[src/rtl/kpi_pkg.sv]
// Shared constants, register map and helpers for the keypad pin interrupt unit.
package kpi_pkg;

  // Number of watched pins and register port widths.
  localparam int KPI_NUM_PINS = 8;
  localparam int KPI_ADDR_W = 8;
  localparam int KPI_DATA_W = 32;

  // Register byte offsets.
  localparam logic [KPI_ADDR_W-1:0] KPI_OFS_CTRL = 8'h00;
  localparam logic [KPI_ADDR_W-1:0] KPI_OFS_PIN_EN = 8'h04;
  localparam logic [KPI_ADDR_W-1:0] KPI_OFS_PIN_POL = 8'h08;
  localparam logic [KPI_ADDR_W-1:0] KPI_OFS_STATUS = 8'h0C;
  localparam logic [KPI_ADDR_W-1:0] KPI_OFS_SOURCE = 8'h10;
  localparam logic [KPI_ADDR_W-1:0] KPI_OFS_INT_MASK = 8'h14;

  // Field positions inside the control, status and mask words.
  localparam int KPI_CTRL_ON_BIT = 0;
  localparam int KPI_CTRL_MODE_BIT = 1;
  localparam int KPI_STATUS_DET_BIT = 0;
  localparam int KPI_MASK_DET_BIT = 0;

  // Detection mode, one bit in the control word.
  typedef enum logic {
    edge_only_detection = 1'b0,
    edge_and_level_detection = 1'b1
  } kpi_mode_t;

  // Values after reset.
  localparam logic KPI_RST_UNIT_ON = 1'b0;
  localparam kpi_mode_t KPI_RST_MODE = edge_only_detection;
  localparam logic KPI_RST_INT_EN = 1'b0;
  localparam logic [1:0] KPI_RST_SYNC = 2'h0;

  // Per-pin match of a sampled level against the selected polarity.
  function automatic logic [KPI_DATA_W-1:0] kpi_match(input logic [KPI_DATA_W-1:0] lvl,
                                                      input logic [KPI_DATA_W-1:0] pol);
    kpi_match = ~(lvl ^ pol);
  endfunction

endpackage

[src/rtl/kpi_pin_if.sv]
`timescale 1ns/100ps
// Synchronised pin levels passed from the pin sampler to the detector core.
interface kpi_pin_if #(
  parameter int NUM_PINS = 8
);
  logic [NUM_PINS-1:0] level; // Current synchronised level of each pin.
  logic [NUM_PINS-1:0] prev; // Level one cycle earlier.

  modport det (output level, output prev);
  modport core (input level, input prev);
endinterface

[src/rtl/kpi_pin_sync.sv]
`timescale 1ns/100ps
// Two-flop synchroniser for the keypad pins plus a one-cycle history stage.
module kpi_pin_sync #(
  parameter int NUM_PINS = 8
) (
  input wire logic sys_clk_i, // System clock.
  input wire logic rst_n_i, // Synchronised reset, active low.
  input wire logic [NUM_PINS-1:0] pins_i, // Raw keypad pins.
  kpi_pin_if.det pin_bus // Sampled levels towards the core.
);
  import kpi_pkg::*;

  // All sampler state lives in one record.
  typedef struct packed {
    logic [NUM_PINS-1:0] sync1; // First stage, read only by the second.
    logic [NUM_PINS-1:0] sync2; // Second stage, safe to use.
    logic [NUM_PINS-1:0] prev; // History for edge finding.
  } kpi_sync_t;

  kpi_sync_t st_ff;
  kpi_sync_t nxt_st;

  // Shift the pins through the chain every cycle.
  always_comb begin
    nxt_st = st_ff;
    nxt_st.sync1 = pins_i;
    nxt_st.sync2 = st_ff.sync1;
    nxt_st.prev = st_ff.sync2;
  end

  // Register the record; pins read as low until sampled.
  always_ff @(posedge sys_clk_i or negedge rst_n_i) begin
    if (!rst_n_i) begin
      st_ff <= '0;
    end else begin
      st_ff <= nxt_st;
    end
  end

  assign pin_bus.level = st_ff.sync2;
  assign pin_bus.prev = st_ff.prev;
endmodule

[src/rtl/kpi_top.sv]
// Behaviour
// RULE1: Eight pins, each gated by enable bit.
// RULE2: Per-pin polarity: one rising/high, zero falling/low.
// RULE3: Edge-only mode detects selected-direction transitions only.
// RULE4: Edge-and-level mode also detects held active level.
// RULE5: Detect flag sticks until software clears it.
// RULE6: Software write clears the detect flag.
// RULE7: Readable source vector shows which pins fired.
// RULE8: Gated off: no detection, no register updates; here the control word (on bit, mode) still takes writes.
// RULE9: Interrupt needs enable and flag; disable keeps flag.
// RULE10: Level mode re-sets flag right after clear.
//
// Chosen here: the address map and the plain strobed port.
`timescale 1ns/100ps
module kpi_top #(
  parameter int NUM_PINS = kpi_pkg::KPI_NUM_PINS
) (
  input wire logic sys_clk_i, // System clock, 25 MHz.
  input wire logic reset_n_i, // Asynchronous reset, active low.
  input wire logic [NUM_PINS-1:0] pins_i, // Keypad pins from outside.
  input wire logic [kpi_pkg::KPI_ADDR_W-1:0] addr_i, // Register byte address.
  input wire logic [kpi_pkg::KPI_DATA_W-1:0] wdata_i, // Register write data.
  input wire logic wr_i, // Write strobe, one cycle.
  input wire logic rd_i, // Read strobe, one cycle.
  output logic [kpi_pkg::KPI_DATA_W-1:0] rdata_o, // Read data, cycle after rd_i.
  output logic irq_o // Interrupt request, level, active high.
);
  import kpi_pkg::*;

  // Refuse pin counts that do not fit one register word.
  if (NUM_PINS < 1 || NUM_PINS > KPI_DATA_W) begin : g_bad_pins
    $error("NUM_PINS must lie between 1 and the data width.");
  end

  // All core state lives in one record.
  // Keeping it in one record lets a single flop process hold every register.
  typedef struct packed {
    logic unit_on; // Stands for the peripheral clock gate.
    kpi_mode_t mode; // Edge-only or edge-and-level detection.
    logic [NUM_PINS-1:0] pin_enable_mask; // Pins allowed to raise events.
    logic [NUM_PINS-1:0] pin_polarity_mask; // One: rising/high, zero: falling/low.
    logic int_en; // Interrupt mask bit for the detect flag.
    logic detect; // Sticky detect flag.
    logic [NUM_PINS-1:0] source; // Pins that fired since the last clear.
    logic [KPI_DATA_W-1:0] rdata; // Read answer, valid one cycle.
    logic irq; // Registered interrupt output.
  } kpi_state_t;

  // The registered record and its next value: one always_comb block builds the
  // next value from the detection terms and a single always_ff registers it.
  kpi_state_t st_ff; // Current state.
  kpi_state_t nxt_st; // Next state.
  // Reset release chain and the copy of reset that every other flop uses.
  logic [1:0] rst_sync_ff; // Reset release chain.
  logic rst_n; // Synchronised reset used by all other logic.
  // Per-cycle detection terms, all combinational.
  logic [NUM_PINS-1:0] match; // Pins now at their selected level.
  logic [NUM_PINS-1:0] edge_hit; // Pins that just reached their selected level.
  logic [NUM_PINS-1:0] hit; // Qualified events this cycle.
  logic clear_req; // Software asks to clear the flag.

  // Carrier for the synchronised levels between the sampler and this core.
  kpi_pin_if #(.NUM_PINS(NUM_PINS)) pin_bus ();

  // Reset asserts at once and releases two edges later, so no flop sees a
  // release that races the clock.
  always_ff @(posedge sys_clk_i or negedge reset_n_i) begin
    if (!reset_n_i) begin
      rst_sync_ff <= KPI_RST_SYNC;
    end else begin
      rst_sync_ff <= {rst_sync_ff[0], 1'b1};
    end
  end
  assign rst_n = rst_sync_ff[1];

  // The pins come from switches, so they cross into this clock first.
  // The sampler shares the internal reset, so its history matches the core after reset.
  kpi_pin_sync #(
    .NUM_PINS(NUM_PINS)
  ) u_pin_sync (
    .sys_clk_i(sys_clk_i),
    .rst_n_i(rst_n),
    .pins_i(pins_i),
    .pin_bus(pin_bus)
  );

  // Event qualification from the synchronised levels.
  // A pin that toggles twice between two clock edges may be missed; keys move far
  // slower than the clock, so no pulse stretcher is spent on this.
  always_comb begin
    // RULE2: polarity level match
    match = NUM_PINS'(kpi_match(KPI_DATA_W'(pin_bus.level),
                                KPI_DATA_W'(st_ff.pin_polarity_mask)));
    edge_hit = match & ~NUM_PINS'(kpi_match(KPI_DATA_W'(pin_bus.prev),
                                            KPI_DATA_W'(st_ff.pin_polarity_mask)));
    // RULE3: edge-only transitions
    // RULE4: level also counts
    if (st_ff.mode == edge_and_level_detection) begin
      hit = match;
    end else begin
      hit = edge_hit;
    end
    // RULE1: enabled pins only
    // RULE8: no detection gated
    hit = hit & st_ff.pin_enable_mask & {NUM_PINS{st_ff.unit_on}};
    // A clear only counts while the unit runs, like every write except the control word.
    clear_req = wr_i && st_ff.unit_on && (addr_i == KPI_OFS_STATUS) &&
                wdata_i[KPI_STATUS_DET_BIT];
  end

  // Register writes, flag handling and read answers.
  always_comb begin
    nxt_st = st_ff;
    // Read data stand for one cycle only and read as zero otherwise.
    nxt_st.rdata = '0;
    if (wr_i) begin
      // RULE8: gated writes ignored
      // The control word stays writable so software can ungate the unit.
      if (addr_i == KPI_OFS_CTRL) begin
        nxt_st.unit_on = wdata_i[KPI_CTRL_ON_BIT];
        nxt_st.mode = kpi_mode_t'(wdata_i[KPI_CTRL_MODE_BIT]);
      end else if (st_ff.unit_on) begin
        case (addr_i)
          KPI_OFS_PIN_EN: begin
            nxt_st.pin_enable_mask = wdata_i[NUM_PINS-1:0];
          end
          KPI_OFS_PIN_POL: begin
            nxt_st.pin_polarity_mask = wdata_i[NUM_PINS-1:0];
          end
          KPI_OFS_INT_MASK: begin
            // RULE9: mask leaves flag
            nxt_st.int_en = wdata_i[KPI_MASK_DET_BIT];
          end
          default: begin
            // Status is handled below; other addresses are ignored.
          end
        endcase
      end
    end
    // RULE6: write-one clears
    if (clear_req) begin
      nxt_st.detect = 1'b0;
      nxt_st.source = '0;
    end
    // RULE5: sticky detect flag
    // RULE10: level re-sets flag
    // A set in the same cycle as a clear wins, so no event is lost.
    if (|hit) begin
      nxt_st.detect = 1'b1;
      // RULE7: record firing pins
      nxt_st.source = nxt_st.source | hit;
    end
    // Read answers come from the state before this edge, so a read that meets an
    // event shows the old flag; the new one is seen by the next read.
    if (rd_i) begin
      case (addr_i)
        KPI_OFS_CTRL: begin
          nxt_st.rdata[KPI_CTRL_ON_BIT] = st_ff.unit_on;
          nxt_st.rdata[KPI_CTRL_MODE_BIT] = st_ff.mode;
        end
        KPI_OFS_PIN_EN: begin
          nxt_st.rdata = KPI_DATA_W'(st_ff.pin_enable_mask);
        end
        KPI_OFS_PIN_POL: begin
          nxt_st.rdata = KPI_DATA_W'(st_ff.pin_polarity_mask);
        end
        KPI_OFS_STATUS: begin
          nxt_st.rdata[KPI_STATUS_DET_BIT] = st_ff.detect;
        end
        KPI_OFS_SOURCE: begin
          nxt_st.rdata = KPI_DATA_W'(st_ff.source);
        end
        KPI_OFS_INT_MASK: begin
          nxt_st.rdata[KPI_MASK_DET_BIT] = st_ff.int_en;
        end
        default: begin
          // Unmapped addresses answer zero.
          nxt_st.rdata = '0;
        end
      endcase
    end
    // The request is built from the next values, so irq_o moves with the flag.
    // RULE9: irq needs both
    nxt_st.irq = nxt_st.int_en & nxt_st.detect;
  end

  // Register the record; everything starts disabled and clear.
  // Only constants load in the reset branch, so the reset path stays simple.
  always_ff @(posedge sys_clk_i or negedge rst_n) begin
    if (!rst_n) begin
      st_ff <= '0;
      st_ff.unit_on <= KPI_RST_UNIT_ON;
      st_ff.mode <= KPI_RST_MODE;
      st_ff.int_en <= KPI_RST_INT_EN;
    end else begin
      st_ff <= nxt_st;
    end
  end

  // Both outputs come straight from flops of the record.
  assign rdata_o = st_ff.rdata;
  assign irq_o = st_ff.irq;
endmodule

[config.mk]
export PLATFORM = sky130hd
export DESIGN_NAME = kpi_top
export DESIGN_NICKNAME = d
export VERILOG_FILES = /design/src/rtl/kpi_pkg.sv /design/src/rtl/kpi_pin_if.sv /design/src/rtl/kpi_pin_sync.sv /design/src/rtl/kpi_top.sv
export SDC_FILE = /design/constraint.sdc
export NUM_CORES = 1
export LEC_CHECK = 0
export ABC_AREA = 1
export BUFFER_PORTS_ARGS = -buffer_cell sky130_fd_sc_hd__buf_2
export CAP_MARGIN = 20
export CORE_MARGIN = 5
export CORE_UTILIZATION = 51
export DETAILED_ROUTE_END_ITERATION = 8
export GPL_TIMING_DRIVEN = 0
export PLACE_DENSITY = 0.88
export SLEW_MARGIN = 20
export SYNTH_ARGS = -nofsm -noshare
export SYNTH_HDL_FRONTEND = slang
export SYNTH_SLANG_ARGS = --single-unit
export TNS_END_PERCENT = 50
[constraint.sdc]
create_clock -name sys_clk_i -period 2.6 [get_ports sys_clk_i]
set_input_delay 0.52 -clock sys_clk_i [delete_from_list [all_inputs] [get_ports sys_clk_i]]
set_output_delay 0.52 -clock sys_clk_i [all_outputs]
set_load 0.05 [all_outputs]
==> impl_metrics.json <==
{
  "status": "finished, final reports clean",
  "crit_buf_inv": 4,
  "max_freq_mhz": 591,
  "slowest_delay_ns": 0.38,
  "yosysSeqAreaShare_pct": 54.1,
  "wl_um": 5700,
  "wire_per_inst_um": 11.4,
  "synth.largest_area_cell": "dfrtp_1",
  "fin_worst_skew_ns": 0.00692,
  "avgSynthCellArea_um2": 8.23,
  "nFillCells": 493,
  "post_cts_buffers": 0,
  "cp_cell_sequence": "buf_2 -> inv_1 -> nand2_1 -> nor3_4 -> nand2_2 -> nor2_4 -> buf_6 -> nand2_1 -> o21ai_2 -> inv_2",
  "grt_pass1_vias": 2245,
  "grt_pass1_wl_um": 9670,
  "post-route-min-period_ns": 1.69,
  "maxSlewViolCount": 0,
  "overflow": 0,
  "hold_depth": 1,
  "grt.total_usage_pct": 16.7,
  "synth_cells": 354,
  "hold_class": "input port to flip-flop",
  "ys_top_cells_by_area": "dfrtp_1 54%, nand2_1 14%, buf_4 8.2%",
  "via_count": 2314,
  "synth_top_area_share_pct": 54.1,
  "antenna_cells": 0,
  "synthDistinctLibCells": 22,
  "pin_count": 85,
  "fin_total_pwr_w": 0.00215,
  "numCtsBuffers": 9,
  "r2r_slack_ns": 0.95,
  "die_w_um": 85.6,
  "cts_tree": "done",
  "via_per_inst": 4.61,
  "arrival_ns": 1.93,
  "power-per-cell-area_nw_per_um2": 612,
  "cts.path.max_buffers": 2,
  "syn-cell-area_um2": 2910,
  "end_kind": "flip-flop",
  "hpwlAfterDp_um": 4180,
  "worstHoldEndpoint": "u_pin_sync.nxt_st[9]$_DFF_PN0_",
  "critPathRequiredTime_ns": 2.84,
  "rsz0062_at_grt": "no",
  "path_class": "input port to flip-flop",
  "clkSlewWorstSetupHoldPaths_ns": 0.07,
  "synth-seq-cells": 63,
  "start_kind": "input port",
  "first_pass_iters": 5,
  "die_y_um": 85.6,
  "drt_iter0_markers": 119,
  "cap_violations": 0,
  "tns_ns": 0,
  "hp-start": "pins_i[1]",
  "finalHoldViolCount": 0,
  "clk_latency_ns": 0.35,
  "antenna_left": 0,
  "reg2reg_from": "st_ff[59]$_DFFE_PN0P_",
  "leakage_nw": 2.09,
  "routabilityCongestion": 0.817,
  "fin_crit_sh_pct": 65.1,
  "rr_worst_depth": 11,
  "reg2reg_to": "irq_o$_DFF_PN0_",
  "tightest_slew_ns": 0.742,
  "drc": 0,
  "drive_gt1_share_pct": 23.5,
  "setup_violations": 0,
  "cts_sinks": 63,
  "maxSlewHeadroom_pct": 50.6,
  "row_count": 27,
  "slowest_stage": "nor3_4",
  "yosysWarnings": 0,
  "cp_max_fo": 10,
  "cp_top_family": "simple AND/OR/NAND/NOR gates",
  "vdd_drop_max_v": 0.000446,
  "io_buffers": 36,
  "nNetsFinal": 477,
  "root_buffer": "clkbuf_8",
  "syn_to_final_growth_pct": 20.3,
  "cp_common_cell": "nand2_1",
  "die_area_um2": 7320,
  "antenna_found_initial": 0,
  "coreArea_um2": 5540,
  "initial_core_util_pct": 52.6,
  "h-tree-depth": 3,
  "postLayoutCoreUtil_pct": 63.3,
  "grt_max_degree": 62
}
==> sequential cells by signal (all words and copies together) (netlist names) <==
name,cells
rdata_o,8
u_pin_sync.pin_bus.prev,8
u_pin_sync.nxt_st,8
rst_sync_ff,2
irq_o,1
u_pin_sync.pin_bus.level,8
st_ff,28
==> stage by stage <==
stage | hold WS [ns] | setup slack [ns] | cell area [µm²] | cells
3_5_place_dp | 0.309 | 0.576 | 3270 | 485
4_1_cts | 0.253 | 0.945 | 3500 | 502
5_1_grt | 0.258 | 0.706 | 3500 | 502
3_3_place_gp | 0.306 | 0.170 | 3270 | 485
2_1_floorplan | 0.224 | 0.716 | 3000 | 377
6_report | 0.272 | 0.908 | 3500 | 502
==> worst reg2reg max path: stages (launching register included) <==
cell and delay [ns]:
dfrtp_1 0.46, inv_1 0.15, buf_2 0.23, nand2_1 0.07, nand3_1 0.06, nand2_1 0.07, nand2_1 0.10, nand2_1 0.07
nor2_1 0.12, nand3_1 0.11, nand2_1 0.07, inv_1 0.03
==> power breakdown <==
part           internal, W  leakage (nW)  switching [W]
sequential         0.00100         0.766      0.0000296
combinational    0.0000562          1.21       0.000128
clock             0.000540         0.105       0.000389
==> final cells by class <==
class | instances | area [µm²] | share of cell area (%)
multi-input cells | 223 | 952 | 27.2
well taps | 72 | 90.1 | 2.57
inverters | 54 | 203 | 5.78
clock inverters | 7 | 97.6 | 2.78
plain buffers | 37 | 268 | 7.64
flip-flops and latches | 63 | 1580 | 45.1
repair buffers | 37 | 190 | 5.43
clock buffers | 9 | 124 | 3.53
==> routing by layer <==
layer  global-route usage (%)  wire [µm]  part of all wire, %
met5                        0          0                    0
met4                     10.6        124                  2.2
met3                     4.80        495                  8.7
met2                     26.2       2690                   47
met1                     20.2       2390                   42
==> worst max path at each step <==
stage / start / end / slack (ns) / cells after the start
floorplan: rst_sync_ff[1]$_DFF_PN0_ / irq_o$_DFF_PN0_ / 0.72 / 0
detailed placement: addr_i[0] / st_ff[58]$_DFFE_PN0P_ / 0.58 / 10
finish: addr_i[0] / st_ff[58]$_DFFE_PN0P_ / 0.91 / 10
CTS: addr_i[0] / st_ff[58]$_DFFE_PN0P_ / 0.94 / 10
global route: addr_i[5] / st_ff[50]$_DFFE_PN0P_ / 0.71 / 7
global placement: rst_sync_ff[1]$_DFF_PN0_ / rdata_o[6]$_DFF_PN0_ / 0.17 / 0
==> synthesized netlist by cell type <==
| cell | number |
|---|---|
| buf_1 | 1 |
| nor3_4 | 1 |
| nor2_4 | 1 |
| dfrtp_1 | 63 |
| nand2_2 | 1 |
| buf_2 | 1 |
| inv_2 | 9 |
| buf_6 | 1 |
| nand2_1 | 112 |
| inv_1 | 45 |
| nor3_2 | 1 |
| clkbuf_1 | 2 |
| conb_1 | 2 |
| o21ai_1 | 11 |
| buf_4 | 32 |
| nor2_1 | 18 |
| o21ai_2 | 1 |
| nor3_1 | 1 |
| o21ai_0 | 11 |
| nand3_1 | 37 |
| nand4_1 | 2 |
| a21oi_1 | 1 |
==> cells in the final DEF (no fill, tap or decap), types with 2 or more instances in the layout <==
| cell type | count |
|---|---|
| clkinvlp_4 | 2 |
| o21ai_0 | 11 |
| clkbuf_1 | 2 |
| o21ai_1 | 11 |
| clkinv_4 | 2 |
| conb_1 | 25 |
| bufinv_16 | 2 |
| nand3_1 | 37 |
| inv_2 | 9 |
| buf_2 | 37 |
| dfrtp_1 | 62 |
| inv_1 | 45 |
| nor2_1 | 18 |
| nand2_1 | 112 |
| buf_4 | 32 |
| clkbuf_8 | 9 |
| nand4_1 | 2 |
==> what timing repair did <==
action | in CTS | in global routing
hold endpoints to repair | 2 | 0
setup endpoints to repair | 0 | 0
hold buffers | 1 | 0
gates resized for setup | 0 | 0
==> logic make-up after synthesis <==
group | share of synthesized area (%)
and+or+nand+nor | 25.2
buffers and inverters | 16.2
DFF | 54.1
AOI/OAI and AO/OA | 4.25
other | 0.258
Note: power is estimated with default switching activity, not from simulation.
